## config.mk

```make
export PLATFORM = sky130hd
export DESIGN_NAME = ascc_top
export DESIGN_NICKNAME = d
export VERILOG_FILES = /design/src/common/ascc_pkg.sv /design/src/common/ascc_div_if.sv /design/src/rtl/ascc_divider.sv /design/src/rtl/ascc_top.sv
export SDC_FILE = /design/constraint.sdc
export NUM_CORES = 1
export LEC_CHECK = 0
export BUFFER_PORTS_ARGS = -buffer_cell sky130_fd_sc_hd__buf_4
export CORE_UTILIZATION = 50
export CTS_CLUSTER_DIAMETER = 80
export DETAILED_ROUTE_END_ITERATION = 16
export GPL_TIMING_DRIVEN = 0
export PLACE_DENSITY = 0.68
export SETUP_SLACK_MARGIN = 0.4
export SYNTH_ARGS = -nofsm -noshare
export SYNTH_HDL_FRONTEND = slang
export SYNTH_SLANG_ARGS = --single-unit
export TNS_END_PERCENT = 50
```

## constraint.sdc

```tcl
create_clock -name clock -period 8.45 [get_ports clock]
set_input_delay 2.1125 -clock clock [delete_from_list [all_inputs] [get_ports clock]]
set_output_delay 2.1125 -clock clock [all_outputs]
set_load 0.005 [all_outputs]
```

## src/common/ascc_pkg.sv

```systemverilog
// Function
// (RULE_01) Nyquist clock or RF clock divided by four
// (RULE_02) Source select register, resets to Nyquist
// (RULE_03) Integer divider from one to eight
// (RULE_04) RF predivider sits before the divider
// (RULE_05) One ratio field serves both sources
// (RULE_06) Ratio above one forces the stabilizer on
// (RULE_07) SYSREF resync on every pulse or once
// (RULE_08) Accepted SYSREF returns divider to start
// (RULE_09) Keep rising edge, regenerate falling edge
// (RULE_10) Stabilizer inactive below minimum clock rate
// (RULE_11) Host waits relock time after frequency change
// (RULE_12) Unlocked stabilizer is bypassed
// (RULE_13) Power-down by pin high or serial port
// (RULE_14) Pin low returns to normal operation
// (RULE_15) Power-down stops reference, buffer, bias, clock
// (RULE_16) Standby keeps reference powered
// (RULE_17) Serial setting adjusts reference voltage
// (RULE_18) Samples taken on divided clock rising edge
// (RULE_19) Source or ratio change forces a relock
package ascc_pkg;

  // Register offsets
  localparam logic [7:0] ADDR_DIV_RATIO = 8'h08;
  localparam logic [7:0] ADDR_SRC_SEL   = 8'h09;
  localparam logic [7:0] ADDR_RESYNC    = 8'h3A;

  // Reset values
  localparam logic [7:0] RST_DIV_RATIO = 8'h00;
  localparam logic [7:0] RST_SRC_SEL   = 8'h00;
  localparam logic [7:0] RST_RESYNC    = 8'h00;

  // Field layout
  localparam int DIV_W            = 3;
  localparam int DIV_LSB          = 0;
  localparam int SRC_RF_BIT       = 0;
  localparam int RESYNC_EVERY_BIT = 1;
  localparam int RESYNC_ONCE_BIT  = 2;

  // Divider figures
  localparam int RF_PREDIV   = 4;
  localparam int PREDIV_W    = 2;
  localparam int DIV_MAX     = 8;

  // Timing, in printed units, then in cycles of the 250 MHz clock
  localparam real CLK_MHZ        = 250.0;
  localparam real DCS_RELOCK_US  = 1.5;
  localparam real DCS_MIN_MHZ    = 40.0;
  localparam int  DCS_RELOCK_CYC = int'($ceil(DCS_RELOCK_US * CLK_MHZ));
  localparam int  DCS_MAX_PERIOD = int'($floor(CLK_MHZ / DCS_MIN_MHZ));

  // Power modes
  typedef enum logic [1:0] {
    ASCC_PWR_RUN     = 2'b00,
    ASCC_PWR_STANDBY = 2'b01,
    ASCC_PWR_DOWN    = 2'b10
  } ascc_pwr_t;

endpackage

```

## src/common/ascc_div_if.sv

```systemverilog
`timescale 1ns/1ps
interface ascc_div_if #(
  parameter int W = 3
);
  logic         edge_in;
  logic         clear;
  logic [W-1:0] last;
  logic         tick;
  logic         half;
  logic [W-1:0] count;

  modport ctrl (output edge_in, output clear, output last, input tick, input half, input count);
  modport div  (input edge_in, input clear, input last, output tick, output half, output count);
endinterface

```

## src/rtl/ascc_divider.sv

```systemverilog
`timescale 1ns/1ps
module ascc_divider #(
  parameter int W = 3
) (
  input  wire logic clock,
  input  wire logic reset,
  ascc_div_if.div   port_if
);

  logic [W-1:0] count_d;
  logic [W-1:0] count_q;
  logic [W-1:0] half_pt;

  if (W < 1 || W > 8) begin : g_bad_width
    $error("ascc_divider: width out of range");
  end

  // Rise on the edge that leaves the start state, fall at mid count
  always_comb begin
    half_pt      = W'(({1'b0, port_if.last} + 1'b1) >> 1);   // Extra bit keeps last+1 from wrapping
    port_if.tick = port_if.edge_in && !port_if.clear && (count_q == '0);   // RULE_03
    port_if.half = port_if.edge_in && !port_if.clear && (port_if.last != '0)
                   && (count_q == half_pt);
    count_d      = count_q;
    if (port_if.clear) begin
      count_d = '0;                                                        // RULE_08
    end else if (port_if.edge_in) begin
      count_d = (count_q >= port_if.last) ? '0 : W'(count_q + 1'b1);
    end
  end

  always_ff @(posedge clock or posedge reset) begin
    if (reset) begin
      count_q <= '0;
    end else begin
      count_q <= count_d;
    end
  end

  assign port_if.count = count_q;

  property p_div_wrap;
    @(posedge clock) disable iff (reset)
      port_if.edge_in && !port_if.clear && (count_q == port_if.last) |=> (count_q == '0);
  endproperty
  a_div_wrap: assert property (p_div_wrap) else $error("divider did not wrap"); // RULE_03

  property p_div_clear;
    @(posedge clock) disable iff (reset)
      port_if.clear |=> (count_q == '0) && !$past(port_if.tick);
  endproperty
  a_div_clear: assert property (p_div_clear) else $error("divider not cleared"); // RULE_08

endmodule

```

## src/rtl/ascc_top.sv

```systemverilog
`timescale 1ns/1ps
module ascc_top #(
  parameter int REF_W      = 5,
  parameter int PERIOD_W   = 8,
  parameter int RELOCK_CYC = ascc_pkg::DCS_RELOCK_CYC
) (
  input  wire logic             clock,
  input  wire logic             reset,
  input  wire logic             reg_wr_en,
  input  wire logic             reg_rd_en,
  input  wire logic [7:0]       reg_addr,
  input  wire logic [7:0]       reg_wr_data,
  output logic      [7:0]       reg_rd_data,
  input  wire logic             nyq_clk_rise,
  input  wire logic             nyq_clk_fall,
  input  wire logic             rf_clock_input_rise,
  input  wire logic             sysref_pin,
  input  wire logic             power_down_pin,
  input  wire logic             spi_power_down,
  input  wire logic             spi_standby,
  input  wire logic             spi_duty_cycle_stabilizer_en,
  input  wire logic [REF_W-1:0] spi_ref_adjust,
  output logic                  sample_tick,
  output logic                  sample_clk,
  output logic                  duty_cycle_stabilizer_active,
  output logic                  ref_enable,
  output logic                  ref_buffer_enable,
  output logic                  bias_enable,
  output logic                  clock_enable,
  output logic      [REF_W-1:0] ref_adjust
);

  localparam int RELOCK_W = $clog2(RELOCK_CYC + 1);
  localparam logic [PERIOD_W-1:0] MAX_PERIOD = PERIOD_W'(ascc_pkg::DCS_MAX_PERIOD);
  localparam logic [RELOCK_W-1:0] RELOCK_LD  = RELOCK_W'(RELOCK_CYC);

  if (PERIOD_W < 4 || PERIOD_W > 16 || RELOCK_CYC < 1 || REF_W < 1) begin : g_bad_param
    $error("ascc_top: parameter out of range");
  end
  if (ascc_pkg::DCS_MAX_PERIOD >= (1 << PERIOD_W) - 1) begin : g_bad_period
    $error("ascc_top: period counter too narrow");
  end

  // Saturating increment for free-running counters
  function automatic logic [PERIOD_W-1:0] sat_inc(input logic [PERIOD_W-1:0] v);
    sat_inc = (v == '1) ? v : PERIOD_W'(v + 1'b1);
  endfunction

  // ---------------- Register port ----------------
  logic [ascc_pkg::DIV_W-1:0] ratio_d;
  logic [ascc_pkg::DIV_W-1:0] ratio_q;
  logic                       src_rf_d;
  logic                       src_rf_q;
  logic                       every_d;
  logic                       every_q;
  logic                       once_d;
  logic                       once_q;
  logic                       armed_d;
  logic                       armed_q;
  logic [7:0]                 rd_data_d;
  logic [7:0]                 rd_data_q;
  logic                       wr_ratio;
  logic                       wr_src;
  logic                       wr_resync;
  logic                       cfg_change;
  logic                       accept;

  // Decode writes; a write that arms the one-shot beats a pulse taken in the same cycle
  always_comb begin
    wr_ratio  = reg_wr_en && (reg_addr == ascc_pkg::ADDR_DIV_RATIO);
    wr_src    = reg_wr_en && (reg_addr == ascc_pkg::ADDR_SRC_SEL);
    wr_resync = reg_wr_en && (reg_addr == ascc_pkg::ADDR_RESYNC);
    ratio_d   = wr_ratio ? reg_wr_data[ascc_pkg::DIV_LSB +: ascc_pkg::DIV_W] : ratio_q; // RULE_05
    src_rf_d  = wr_src ? reg_wr_data[ascc_pkg::SRC_RF_BIT] : src_rf_q;                    // RULE_02
    every_d   = wr_resync ? reg_wr_data[ascc_pkg::RESYNC_EVERY_BIT] : every_q;            // RULE_07
    once_d    = wr_resync ? reg_wr_data[ascc_pkg::RESYNC_ONCE_BIT] : once_q;
    armed_d   = armed_q;
    if (wr_resync && reg_wr_data[ascc_pkg::RESYNC_ONCE_BIT]) begin
      armed_d = 1'b1;                                                                     // RULE_07
    end else if (accept) begin
      armed_d = 1'b0;
    end
    cfg_change = (ratio_d != ratio_q) || (src_rf_d != src_rf_q);                          // RULE_19
    rd_data_d  = 8'h00;
    if (reg_rd_en) begin
      unique case (reg_addr)
        ascc_pkg::ADDR_DIV_RATIO: rd_data_d[ascc_pkg::DIV_LSB +: ascc_pkg::DIV_W] = ratio_q;
        ascc_pkg::ADDR_SRC_SEL:   rd_data_d[ascc_pkg::SRC_RF_BIT] = src_rf_q;
        ascc_pkg::ADDR_RESYNC: begin
          rd_data_d[ascc_pkg::RESYNC_EVERY_BIT] = every_q;
          rd_data_d[ascc_pkg::RESYNC_ONCE_BIT]  = once_q;
        end
        default: rd_data_d = 8'h00;
      endcase
    end else begin
      rd_data_d = rd_data_q;
    end
  end

  always_ff @(posedge clock or posedge reset) begin
    if (reset) begin
      ratio_q   <= ascc_pkg::RST_DIV_RATIO[ascc_pkg::DIV_LSB +: ascc_pkg::DIV_W];
      src_rf_q  <= ascc_pkg::RST_SRC_SEL[ascc_pkg::SRC_RF_BIT];
      every_q   <= ascc_pkg::RST_RESYNC[ascc_pkg::RESYNC_EVERY_BIT];
      once_q    <= ascc_pkg::RST_RESYNC[ascc_pkg::RESYNC_ONCE_BIT];
      armed_q   <= 1'b0;
      rd_data_q <= 8'h00;
    end else begin
      ratio_q   <= ratio_d;
      src_rf_q  <= src_rf_d;
      every_q   <= every_d;
      once_q    <= once_d;
      armed_q   <= armed_d;
      rd_data_q <= rd_data_d;
    end
  end

  assign reg_rd_data = rd_data_q;

  // ---------------- Pin synchronisers ----------------
  logic sysref_s1_q;
  logic sysref_s2_q;
  logic sysref_s3_q;
  logic pd_s1_q;
  logic pd_s2_q;
  logic sysref_rise;

  // Two stages before use; third stage only for the edge detect
  always_ff @(posedge clock or posedge reset) begin
    if (reset) begin
      sysref_s1_q <= 1'b0;
      sysref_s2_q <= 1'b0;
      sysref_s3_q <= 1'b0;
      pd_s1_q     <= 1'b0;
      pd_s2_q     <= 1'b0;
    end else begin
      sysref_s1_q <= sysref_pin;
      sysref_s2_q <= sysref_s1_q;
      sysref_s3_q <= sysref_s2_q;
      pd_s1_q     <= power_down_pin;
      pd_s2_q     <= pd_s1_q;
    end
  end

  assign sysref_rise = sysref_s2_q && !sysref_s3_q;
  assign accept      = sysref_rise && (every_q || armed_q);          // RULE_07

  // ---------------- Predivider and divider ----------------
  ascc_div_if #(.W(ascc_pkg::PREDIV_W)) pre_if ();
  ascc_div_if #(.W(ascc_pkg::DIV_W))    div_if ();
  logic src_rise;
  logic src_fall;

  // RF edges pass the fixed predivider; both stages restart on an accepted pulse
  always_comb begin
    pre_if.edge_in = rf_clock_input_rise;                            // RULE_01
    pre_if.clear   = accept;                                         // RULE_08
    pre_if.last    = ascc_pkg::PREDIV_W'(ascc_pkg::RF_PREDIV - 1);
    src_rise       = src_rf_q ? pre_if.tick : nyq_clk_rise;          // RULE_04
    src_fall       = src_rf_q ? pre_if.half : nyq_clk_fall;
    div_if.edge_in = src_rise;
    div_if.clear   = accept;                                         // RULE_08
    div_if.last    = ratio_q;                                        // RULE_05
  end

  ascc_divider #(.W(ascc_pkg::PREDIV_W)) u_prediv (
    .clock   (clock),
    .reset   (reset),
    .port_if (pre_if.div)
  );

  ascc_divider #(.W(ascc_pkg::DIV_W)) u_div (
    .clock   (clock),
    .reset   (reset),
    .port_if (div_if.div)
  );

  // ---------------- Duty-cycle stabilizer ----------------
  logic [PERIOD_W-1:0] period_d;
  logic [PERIOD_W-1:0] period_q;
  logic [PERIOD_W-1:0] last_period_d;
  logic [PERIOD_W-1:0] last_period_q;
  logic [RELOCK_W-1:0] relock_d;
  logic [RELOCK_W-1:0] relock_q;
  logic                slow_d;
  logic                slow_q;
  logic                locked_d;
  logic                locked_q;
  logic                clk_d;
  logic                clk_q;
  logic                tick_d;
  logic                tick_q;
  logic                dcs_req;
  logic                jump;
  logic                run;

  // Period is measured in system cycles; a change of more than one cycle counts as a
  // frequency step, since edge sampling alone jitters the count by one
  always_comb begin
    dcs_req       = spi_duty_cycle_stabilizer_en || (ratio_q != '0);                  // RULE_06
    period_d      = div_if.tick ? PERIOD_W'(1) : sat_inc(period_q);
    last_period_d = div_if.tick ? period_q : last_period_q;
    jump          = div_if.tick && ((period_q > PERIOD_W'(last_period_q + 1'b1)) ||
                                    (last_period_q > PERIOD_W'(period_q + 1'b1)));
    slow_d        = div_if.tick ? (period_q > MAX_PERIOD)
                                : (slow_q || (period_q > MAX_PERIOD));                 // RULE_10
    if (cfg_change || jump) begin
      relock_d = RELOCK_LD;                                                           // RULE_19
    end else if (relock_q != '0) begin
      relock_d = RELOCK_W'(relock_q - 1'b1);                                          // RULE_11
    end else begin
      relock_d = relock_q;
    end
    locked_d = dcs_req && !slow_d && (relock_d == '0);                                // RULE_10
    tick_d   = div_if.tick && run;                                                    // RULE_18
    clk_d    = clk_q;
    if (!run) begin
      clk_d = 1'b0;                                                                   // RULE_15
    end else if (div_if.tick) begin
      clk_d = 1'b1;                                                                   // RULE_09
    end else if (clk_q && locked_q) begin
      clk_d = (period_q == (last_period_q >> 1)) ? 1'b0 : 1'b1;                       // RULE_09
    end else if (clk_q && src_fall) begin
      clk_d = 1'b0;                                                                   // RULE_12
    end
  end

  always_ff @(posedge clock or posedge reset) begin
    if (reset) begin
      period_q      <= '0;
      last_period_q <= '0;
      relock_q      <= RELOCK_LD;
      slow_q        <= 1'b1;
      locked_q      <= 1'b0;
      clk_q         <= 1'b0;
      tick_q        <= 1'b0;
    end else begin
      period_q      <= period_d;
      last_period_q <= last_period_d;
      relock_q      <= relock_d;
      slow_q        <= slow_d;
      locked_q      <= locked_d;
      clk_q         <= clk_d;
      tick_q        <= tick_d;
    end
  end

  assign sample_tick                  = tick_q;
  assign sample_clk                   = clk_q;
  assign duty_cycle_stabilizer_active = locked_q;

  // ---------------- Power modes ----------------
  ascc_pkg::ascc_pwr_t pwr_d;
  ascc_pkg::ascc_pwr_t pwr_q;
  logic                ref_en_d;
  logic                refbuf_en_d;
  logic                bias_en_d;
  logic                clk_en_d;
  logic                ref_en_q;
  logic                refbuf_en_q;
  logic                bias_en_q;
  logic                clk_en_q;
  logic [REF_W-1:0]    ref_adj_q;

  // Either request holds power-down; pin low alone releases only its own request
  always_comb begin
    if (pd_s2_q || spi_power_down) begin
      pwr_d = ascc_pkg::ASCC_PWR_DOWN;                                                // RULE_13
    end else if (spi_standby) begin
      pwr_d = ascc_pkg::ASCC_PWR_STANDBY;                                             // RULE_16
    end else begin
      pwr_d = ascc_pkg::ASCC_PWR_RUN;                                                 // RULE_14
    end
    unique case (pwr_d)
      ascc_pkg::ASCC_PWR_RUN: begin
        {ref_en_d, refbuf_en_d, bias_en_d, clk_en_d} = 4'hF;
      end
      ascc_pkg::ASCC_PWR_STANDBY: begin
        {ref_en_d, refbuf_en_d, bias_en_d, clk_en_d} = 4'hC;                          // RULE_16
      end
      default: begin
        {ref_en_d, refbuf_en_d, bias_en_d, clk_en_d} = 4'h0;                          // RULE_15
      end
    endcase
  end

  always_ff @(posedge clock or posedge reset) begin
    if (reset) begin
      pwr_q       <= ascc_pkg::ASCC_PWR_DOWN;
      ref_en_q    <= 1'b0;
      refbuf_en_q <= 1'b0;
      bias_en_q   <= 1'b0;
      clk_en_q    <= 1'b0;
      ref_adj_q   <= '0;
    end else begin
      pwr_q       <= pwr_d;
      ref_en_q    <= ref_en_d;
      refbuf_en_q <= refbuf_en_d;
      bias_en_q   <= bias_en_d;
      clk_en_q    <= clk_en_d;
      ref_adj_q   <= spi_ref_adjust;                                                  // RULE_17
    end
  end

  assign run               = clk_en_q;
  assign ref_enable        = ref_en_q;
  assign ref_buffer_enable = refbuf_en_q;
  assign bias_enable       = bias_en_q;
  assign clock_enable      = clk_en_q;
  assign ref_adjust        = ref_adj_q;

  // ---------------- Assertions ----------------
  property p_src_default;
    @(posedge clock) disable iff (reset)
      $fell(reset) |-> !src_rf_q && (ratio_q == '0);
  endproperty
  a_src_default: assert property (p_src_default) else $error("bad config after reset"); // RULE_02

  property p_rf_prediv;
    @(posedge clock) disable iff (reset)
      src_rf_q && div_if.edge_in |-> pre_if.tick && rf_clock_input_rise;
  endproperty
  a_rf_prediv: assert property (p_rf_prediv) else $error("RF edge skipped predivider"); // RULE_04

  property p_dcs_forced;
    @(posedge clock) disable iff (reset)
      (ratio_q != '0) && !spi_duty_cycle_stabilizer_en |-> dcs_req;
  endproperty
  a_dcs_forced: assert property (p_dcs_forced) else $error("stabilizer not forced"); // RULE_06

  property p_once_disarm;
    @(posedge clock) disable iff (reset)
      sysref_rise && !every_q && armed_q && !wr_resync |=> !armed_q ##1 !accept;
  endproperty
  a_once_disarm: assert property (p_once_disarm) else $error("one-shot not disarmed"); // RULE_07

  property p_relock_hold;
    @(posedge clock) disable iff (reset)
      cfg_change |=> !locked_q [*8];
  endproperty
  a_relock_hold: assert property (p_relock_hold) else $error("locked too soon"); // RULE_19

  property p_slow_off;
    @(posedge clock) disable iff (reset)
      slow_q |-> !duty_cycle_stabilizer_active;
  endproperty
  a_slow_off: assert property (p_slow_off) else $error("stabilizer active when slow"); // RULE_10

  property p_bypass_fall;
    @(posedge clock) disable iff (reset)
      !locked_q && clk_q && src_fall && !div_if.tick && run |=> !sample_clk;
  endproperty
  a_bypass_fall: assert property (p_bypass_fall) else $error("bypass fall missed"); // RULE_12

  property p_pin_down;
    @(posedge clock) disable iff (reset)
      pd_s2_q |=> (pwr_q == ascc_pkg::ASCC_PWR_DOWN) && !clock_enable && !ref_enable
                  && !ref_buffer_enable && !bias_enable;
  endproperty
  a_pin_down: assert property (p_pin_down) else $error("power-down not entered"); // RULE_15

  property p_standby;
    @(posedge clock) disable iff (reset)
      spi_standby && !spi_power_down && !pd_s2_q |=> ref_enable && ref_buffer_enable
                                                     && !clock_enable;
  endproperty
  a_standby: assert property (p_standby) else $error("standby levels wrong"); // RULE_16

  property p_sample_edge;
    @(posedge clock) disable iff (reset)
      div_if.tick && run |=> sample_tick && sample_clk;
  endproperty
  a_sample_edge: assert property (p_sample_edge) else $error("sample edge missing"); // RULE_18

endmodule
```

## Word-level counts from Yosys, hierarchy flattened

Index checks and enable logic that the tools add are counted.

| operators by class | value |
|---|---|
| $add $sub $neg | 5 |
| eq/ne operators | 11 |
| muxes and demuxes | 28 |
| $lt $le $gt $ge | 5 |
| reductions and logical operators | 37 |

Operator list:

| kind | count |
|---|---|
| $mux W9 | 2 |
| $logic_and A1 B1 Y1 | 17 |
| $add A8 B1 Y8 const B | 2 |
| $eq A8 B4 Y1 const B | 2 |
| $gt A8 B8 Y1 | 2 |
| $mux W8 | 2 |
| $mux W1 | 14 |
| $mux W3 | 4 |
| $logic_not A9 Y1 | 1 |
| $reduce_bool A9 Y1 | 1 |
| $sub A9 B1 Y9 const B | 1 |
| $eq A8 B6 Y1 const B | 1 |
| $eq A8 B7 Y1 | 1 |
| $eq A8 B8 Y1 const B | 1 |
| $gt A8 B3 Y1 const B | 1 |
| $mux W2 | 4 |
| $logic_or A1 B1 Y1 | 7 |
| $reduce_bool A2 Y1 | 3 |
| $logic_not A2 Y1 | 2 |
| $ne A4 B2 Y1 const B | 1 |
| $pmux W2 S2 | 1 |
| $add A3 B1 Y3 const B | 1 |
| $ge A3 B3 Y1 | 1 |
| $logic_not A1 Y1 | 3 |
| other kinds (11) | 11 |

| word-level totals | value |
|---|---|
| input port bits | 33 |
| bits in registers | 56 |
| logic and storage cells | 109 |

## Depth between registers and ports, before layout

| depth | value |
|---|---|
| depth after elaboration | 14 |
| mapped depth | 10 |

## Hierarchy

Synthesis repeated with hierarchy kept, for this count alone.

| second synthesis, totals | value |
|---|---|
| cell total of the unflattened synthesis | 335 |
| area, all modules | 3,420.8 sq um |

Modules (own cells, without submodules):

| module | sequential area each (sq um) | area an instance (sq um) | cells each | times used |
|---|---|---|---|---|
| ascc_top | 1,286.2 | 2,846.5 | 270 | 1 |
| ascc_divider at u_div | 75.1 | 344.1 | 40 | 1 |
| ascc_divider at u_prediv | 50.0 | 230.2 | 25 | 1 |

## Least setup slack after synthesis

OpenSTA, ideal clock, no wires.

| path | value |
|---|---|
| path type | input to register |
| start point | in reg_addr[2] |
| end point | reg src_rf_q |
| setup slack | 4.709 ns |
| data arrival time | 3.617 ns |
| data required time | 8.325 ns |
| buffers on the path | 0 |
| stages on the path | 4 |
| cell sequence | or4b_1 > or4_4 > nor3_1 > mux2_2 |

| between the ends | value |
|---|---|
| word-level cells in the longest chain between the ends | 3 |

Ends and longest elaborated chain:

| what | RTL line | text |
|---|---|---|
| start: declaration | ascc_top.sv:11 | `input wire logic [7:0] reg_addr,` |
| $eq A8 B4 Y1 | ascc_top.sv:71 | `wr_src = reg_wr_en && (reg_addr == ascc_pkg::ADDR_SRC_SEL);` |
| $logic_and A1 B1 Y1 | ascc_top.sv:71 |  |
| $mux W1 | ascc_top.sv:74 | `src_rf_d = wr_src ? reg_wr_data[ascc_pkg::SRC_RF_BIT] : src_rf_q;` |
| via src_rf_d | ascc_top.sv:52 | `logic src_rf_d;` |
| end signal: assignment | ascc_top.sv:103 | `src_rf_q <= ascc_pkg::RST_SRC_SEL[ascc_pkg::SRC_RF_BIT];` |
| end signal: assignment | ascc_top.sv:110 | `src_rf_q <= src_rf_d;` |
| end: declaration | ascc_top.sv:53 | `logic src_rf_q;` |

The timed path passes the listed nets, and every way through them passes these cells.
A chain may end at the register's enable or synchronous reset.

## Worst setup path after layout

| path | value |
|---|---|
| start point | in rf_clock_input_rise |
| end point | reg locked_q, in the netlist duty_cycle_stabilizer_active |

| between the ends | value |
|---|---|
| word-level cells in the longest chain between the ends | 10 |
| elaborated cells between the ends (all ways) | 13 |

Ends and longest elaborated chain:

| what | RTL line | text |
|---|---|---|
| start: declaration | ascc_top.sv:16 | `input wire logic rf_clock_input_rise,` |
| $logic_and A1 B1 Y1 (*) (2 in a row) | ascc_divider.sv:21 | `port_if.tick = port_if.edge_in && !port_if.clear && (count_q == '0);` |
| $mux W1 (*) | ascc_top.sv:159 | `src_rise = src_rf_q ? pre_if.tick : nyq_clk_rise;` |
| $logic_and A1 B1 Y1 (*) | n/a |  |
| $logic_and A1 B1 Y1 (*) | ascc_divider.sv:21 |  |
| $logic_and A1 B1 Y1 | ascc_top.sv:203 | `jump = div_if.tick && ((period_q > PERIOD_W'(last_period_q + 1'b1)) \|\|` |
| $logic_or A1 B1 Y1 | ascc_top.sv:207 | `if (cfg_change \|\| jump) begin` |
| $mux W9 | ascc_top.sv:207 |  |
| $logic_not A9 Y1 | ascc_top.sv:214 | `locked_d = dcs_req && !slow_d && (relock_d == '0);` |
| $logic_and A1 B1 Y1 (*) | ascc_top.sv:214 |  |
| via locked_d | ascc_top.sv:187 | `logic locked_d;` |
| end signal: assignment | ascc_top.sv:242 | `locked_q <= locked_d;` |
| end: declaration | ascc_top.sv:188 | `logic locked_q;` |

The timed path passes the listed nets; every way through them passes the cells marked *.

==> results.py <==
metrics = {
    "synth": {
        "synth_warnings": 0,
        "ys.flop_type": "sky130_fd_sc_hd__dfrtp_1",
        "syn-instance-count": 334,
        "syn_area_um2": 3310,
        "fraction_of_synthesis_flops_using_an_asynchronous_set_or_reset_pin": 1.00,
        "synth_edf_count": 0,
        "synth_area_per_cell_um2": 9.90,
        "netlist-cell-type-count": 60,
        "synth-seq-cells": 56,
        "synth.yosys.seq_area_share": 0.427,
    },
    "power": {
        "peakVddDrop_uv": 154,
        "cell_leakage_power_nw": 1.86,
        "total_power_mw": 0.711,
        "power_density_nw_per_um2": 185,
    },
    "floorplanning": {
        "rows": 29,
        "fp.dieH_um": 83.3,
        "coreArea_um2": 6350,
        "top_level_ports": 53,
        "die_w_um": 83.3,
        "initial_cell_density_of_the_core": 0.521,
        "die_area_um2": 6940,
    },
    "timing": {
        "f_max_ghz": 0.262,
        "clock_skew_ps": 9.38,
        "slew-limit-headroom": 0.549,
        "hold_violations": 0,
        "unrepaired_setup_endpoints_after_global_routing": "no",
        "slew_violations": 0,
        "totalNegativeSetupSlack_ps": 0,
        "report.final.setup_viol": 0,
        "timing.final.crit_period_ps": 3820,
        "fin_crit_sh": 0.452,
        "timing_worst_slew_pin_value_ps": 675,
    },
    "hold_path": {
        "worstHoldPathType": "reg2reg",
    },
    "clock_tree": {
        "clock_insertion_delay_worst_skew_ps": 310,
        "clock_tree.root_cell": "sky130_fd_sc_hd__clkbuf_8",
        "maximum_buffer_depth_of_the_clock_tree": 2,
        "cts.htree.levels": 2,
        "post_cts.resized_instances": 0,
        "post-cts-setup-buffers": 0,
        "tritoncts.num_buffers": 5,
        "cts_tree": "done",
        "number_of_clock_sinks_seen_by_cts": 56,
        "number_of_hold_buffers_added_after_cts": 0,
        "worst_path_clk_slew_ps": 100,
    },
    "layout": {
        "total_non_filler_cell_area_in_the_finished_layout_um2": 3850,
        "post_route_cells_drive_above_1_share": 0.229,
        "commonest_non_fill_non_tap_cells_in_the_layout": "sky130_fd_sc_hd__buf_4 (49), sky130_fd_sc_hd__dfrtp_1 (48), sky130_fd_sc_hd__nand2_1 (36), sky130_fd_sc_hd__ha_1 (27), sky130_fd_sc_hd__nor2_1 (24)",
        "nets": 448,
        "number_of_diodes_added_for_antenna_fixing": 0,
        "most_common_library_cell_in_the_layout_ignoring_fill_and_taps": "sky130_fd_sc_hd__buf_4",
        "layout-area-overhead-vs-synth_pct": 16.3,
    },
    "grt": {
        "grt_overflow_total": 0,
        "maximum_number_of_pins_on_one_net_before_global_route_repair": 41,
        "grt_antenna_before_repair": 0,
        "grt_util_all_layers": 0.211,
        "first_global_vias": 2522,
        "first_pass_grt_wire_length_um": 11700,
    },
    "setup_path": {
        "worstPathRequired_ps": 8700,
        "slowest_delay_ps": 590,
        "critical_path_class": "in2reg",
        "crit_slowest_cell": "sky130_fd_sc_hd__a211oi_2",
        "crit_path_start_kind": "input pin",
        "critPathArrivalTime_ps": 4070,
        "crit_path_max_fanout": 10,
        "crit_path_end_kind": "flip-flop",
        "crit_chain": "buf_4, and3_1, o221ai_1, buf_2, a31oi_1, a211oi_2, and4_1",
    },
    "routing": {
        "dr.pass1.iters": 4,
        "vias": 2524,
        "drtAntennaViolNets": 0,
        "post_drt_via_cell_ratio": 5.42,
        "wl_per_cell_um": 14.2,
        "initialDrtViolationCount": 114,
        "met3WireLength_um": 275,
        "route.layer.met1.wl_um": 3210,
        "route.final.wire_length_um": 6610,
        "drt_drc_violations_left": 0,
        "top_layer_used": "met4",
        "wl_met2_um": 3090,
    },
    "flow_run": {
        "maxCapViolCount": 0,
    },
    "placed_design": {
        "finalWeightedCongestion": 0.829,
        "io_buffer_count": 42,
        "post-dp-hpwl_um": 5010,
        "postPlaceCellArea_um2": 3750,
    },
    "run_status": {
        "result_of_the_run": "complete, no violations",
    },
}
sequential cells by signal, summed over array words and instances, names as in the netlist, 2 cells and up:
signal,cells
period_q,8
ref_adjust,5
u_prediv.port_if.count,2
div_if.last,3
u_div.port_if.count,3
last_period_q,8
relock_q,9
reg_rd_data,3
layer usage:
layer,up-vias,GRT usage
met3,4,0.0398
met2,51,0.341
met5,-,0
met4,0,0.0611
met1,1210,0.289
li1,1259,-
through the flow:
| stage | setup WS [ps] | hold WS, ps | util | cells |
|---|---|---|---|---|
| after floorplan | 4710 | 331 | - | 338 |
| after global placement | 4230 | 334 | 0.588 | 457 |
| after detailed placement | 4310 | 350 | 0.591 | 458 |
| after CTS | 4640 | 368 | 0.606 | 466 |
| after global routing | 4460 | 386 | 0.606 | 466 |
| final | 4630 | 378 | 0.606 | 466 |
synthesized netlist by cell type (all sizes together), types with 3 or more instances:
cell	instances	area [um^2]
nor2b	4	25.0
mux2i	5	50.1
or2	4	25.0
dfrtp	48	1200
nand2	37	141
o211ai	3	22.5
clkbuf	9	33.8
buf	9	62.6
a22oi	3	22.5
nor2	25	101
xnor2	10	87.6
and3	4	25.0
nor3	6	41.3
nand3	10	50.1
nand4	5	31.3
dfstp	8	210
o21ai	6	30.0
inv	22	82.6
ha	27	338
xor2	16	140
a21oi	13	65.1
nor3b	3	27.5
a211oi	4	35.0
or4	3	26.3
mux2	7	78.8
a21o	3	22.5
nor4	5	31.3
cell families (layout without fill, tap and decap cells):
logic type / count (synthesis) / after routing / share of synthesized area
AO/OA/AOI/OAI: 53 / 53 / 0.118
XOR/XNOR: 26 / 26 / 0.0689
adder cells (fa/ha/maj): 27 / 27 / 0.102
buffers and inverters: 40 / 91 / 0.0541
flip-flops: 56 / 56 / 0.427
multiplexers: 12 / 12 / 0.0390
other: 1 / 5 / 0.00113
AND/OR/NAND/NOR: 119 / 119 / 0.190
area by class of cell:
| cell class | instances | area (um^2) |
|---|---|---|
| buffer | 18 | 96.3 |
| timing repair buffer | 43 | 335 |
| inverter | 22 | 82.6 |
| clock buffer | 5 | 68.8 |
| fill | 563 | 2500 |
| tap | 77 | 96.3 |
| multi-input combinational | 242 | 1730 |
| sequential | 56 | 1410 |
| clock inverter | 3 | 23.8 |
critical path: cells and delay by family:
kind                   cells  cell delay [ps]
buffers and inverters      2              450
AOI/OAI and AO/OA          3             1030
and+or+nand+nor            2              480
report_power, final:
group | internal [mW] | switching (mW)
logic | 0.0999 | 0.120
registers | 0.307 | 0.0327
clock network | 0.0590 | 0.0921
final timing paths:
path	startpoint	to	slack, ps	cells past startpoint
max	rf_clock_input_rise	duty_cycle_stabilizer_active	4630	7
min	sysref_s1_q	sysref_s2_q	380	0
max reg2reg	period_q[1]	duty_cycle_stabilizer_active	5220	10
min reg2reg	sysref_s1_q	sysref_s2_q	380	0
max in group asynchronous	reset	slow_q	6070	3
min in group asynchronous	reset	reg_rd_data[2]	1780	2
Note: power is estimated with default switching activity, not from simulation.
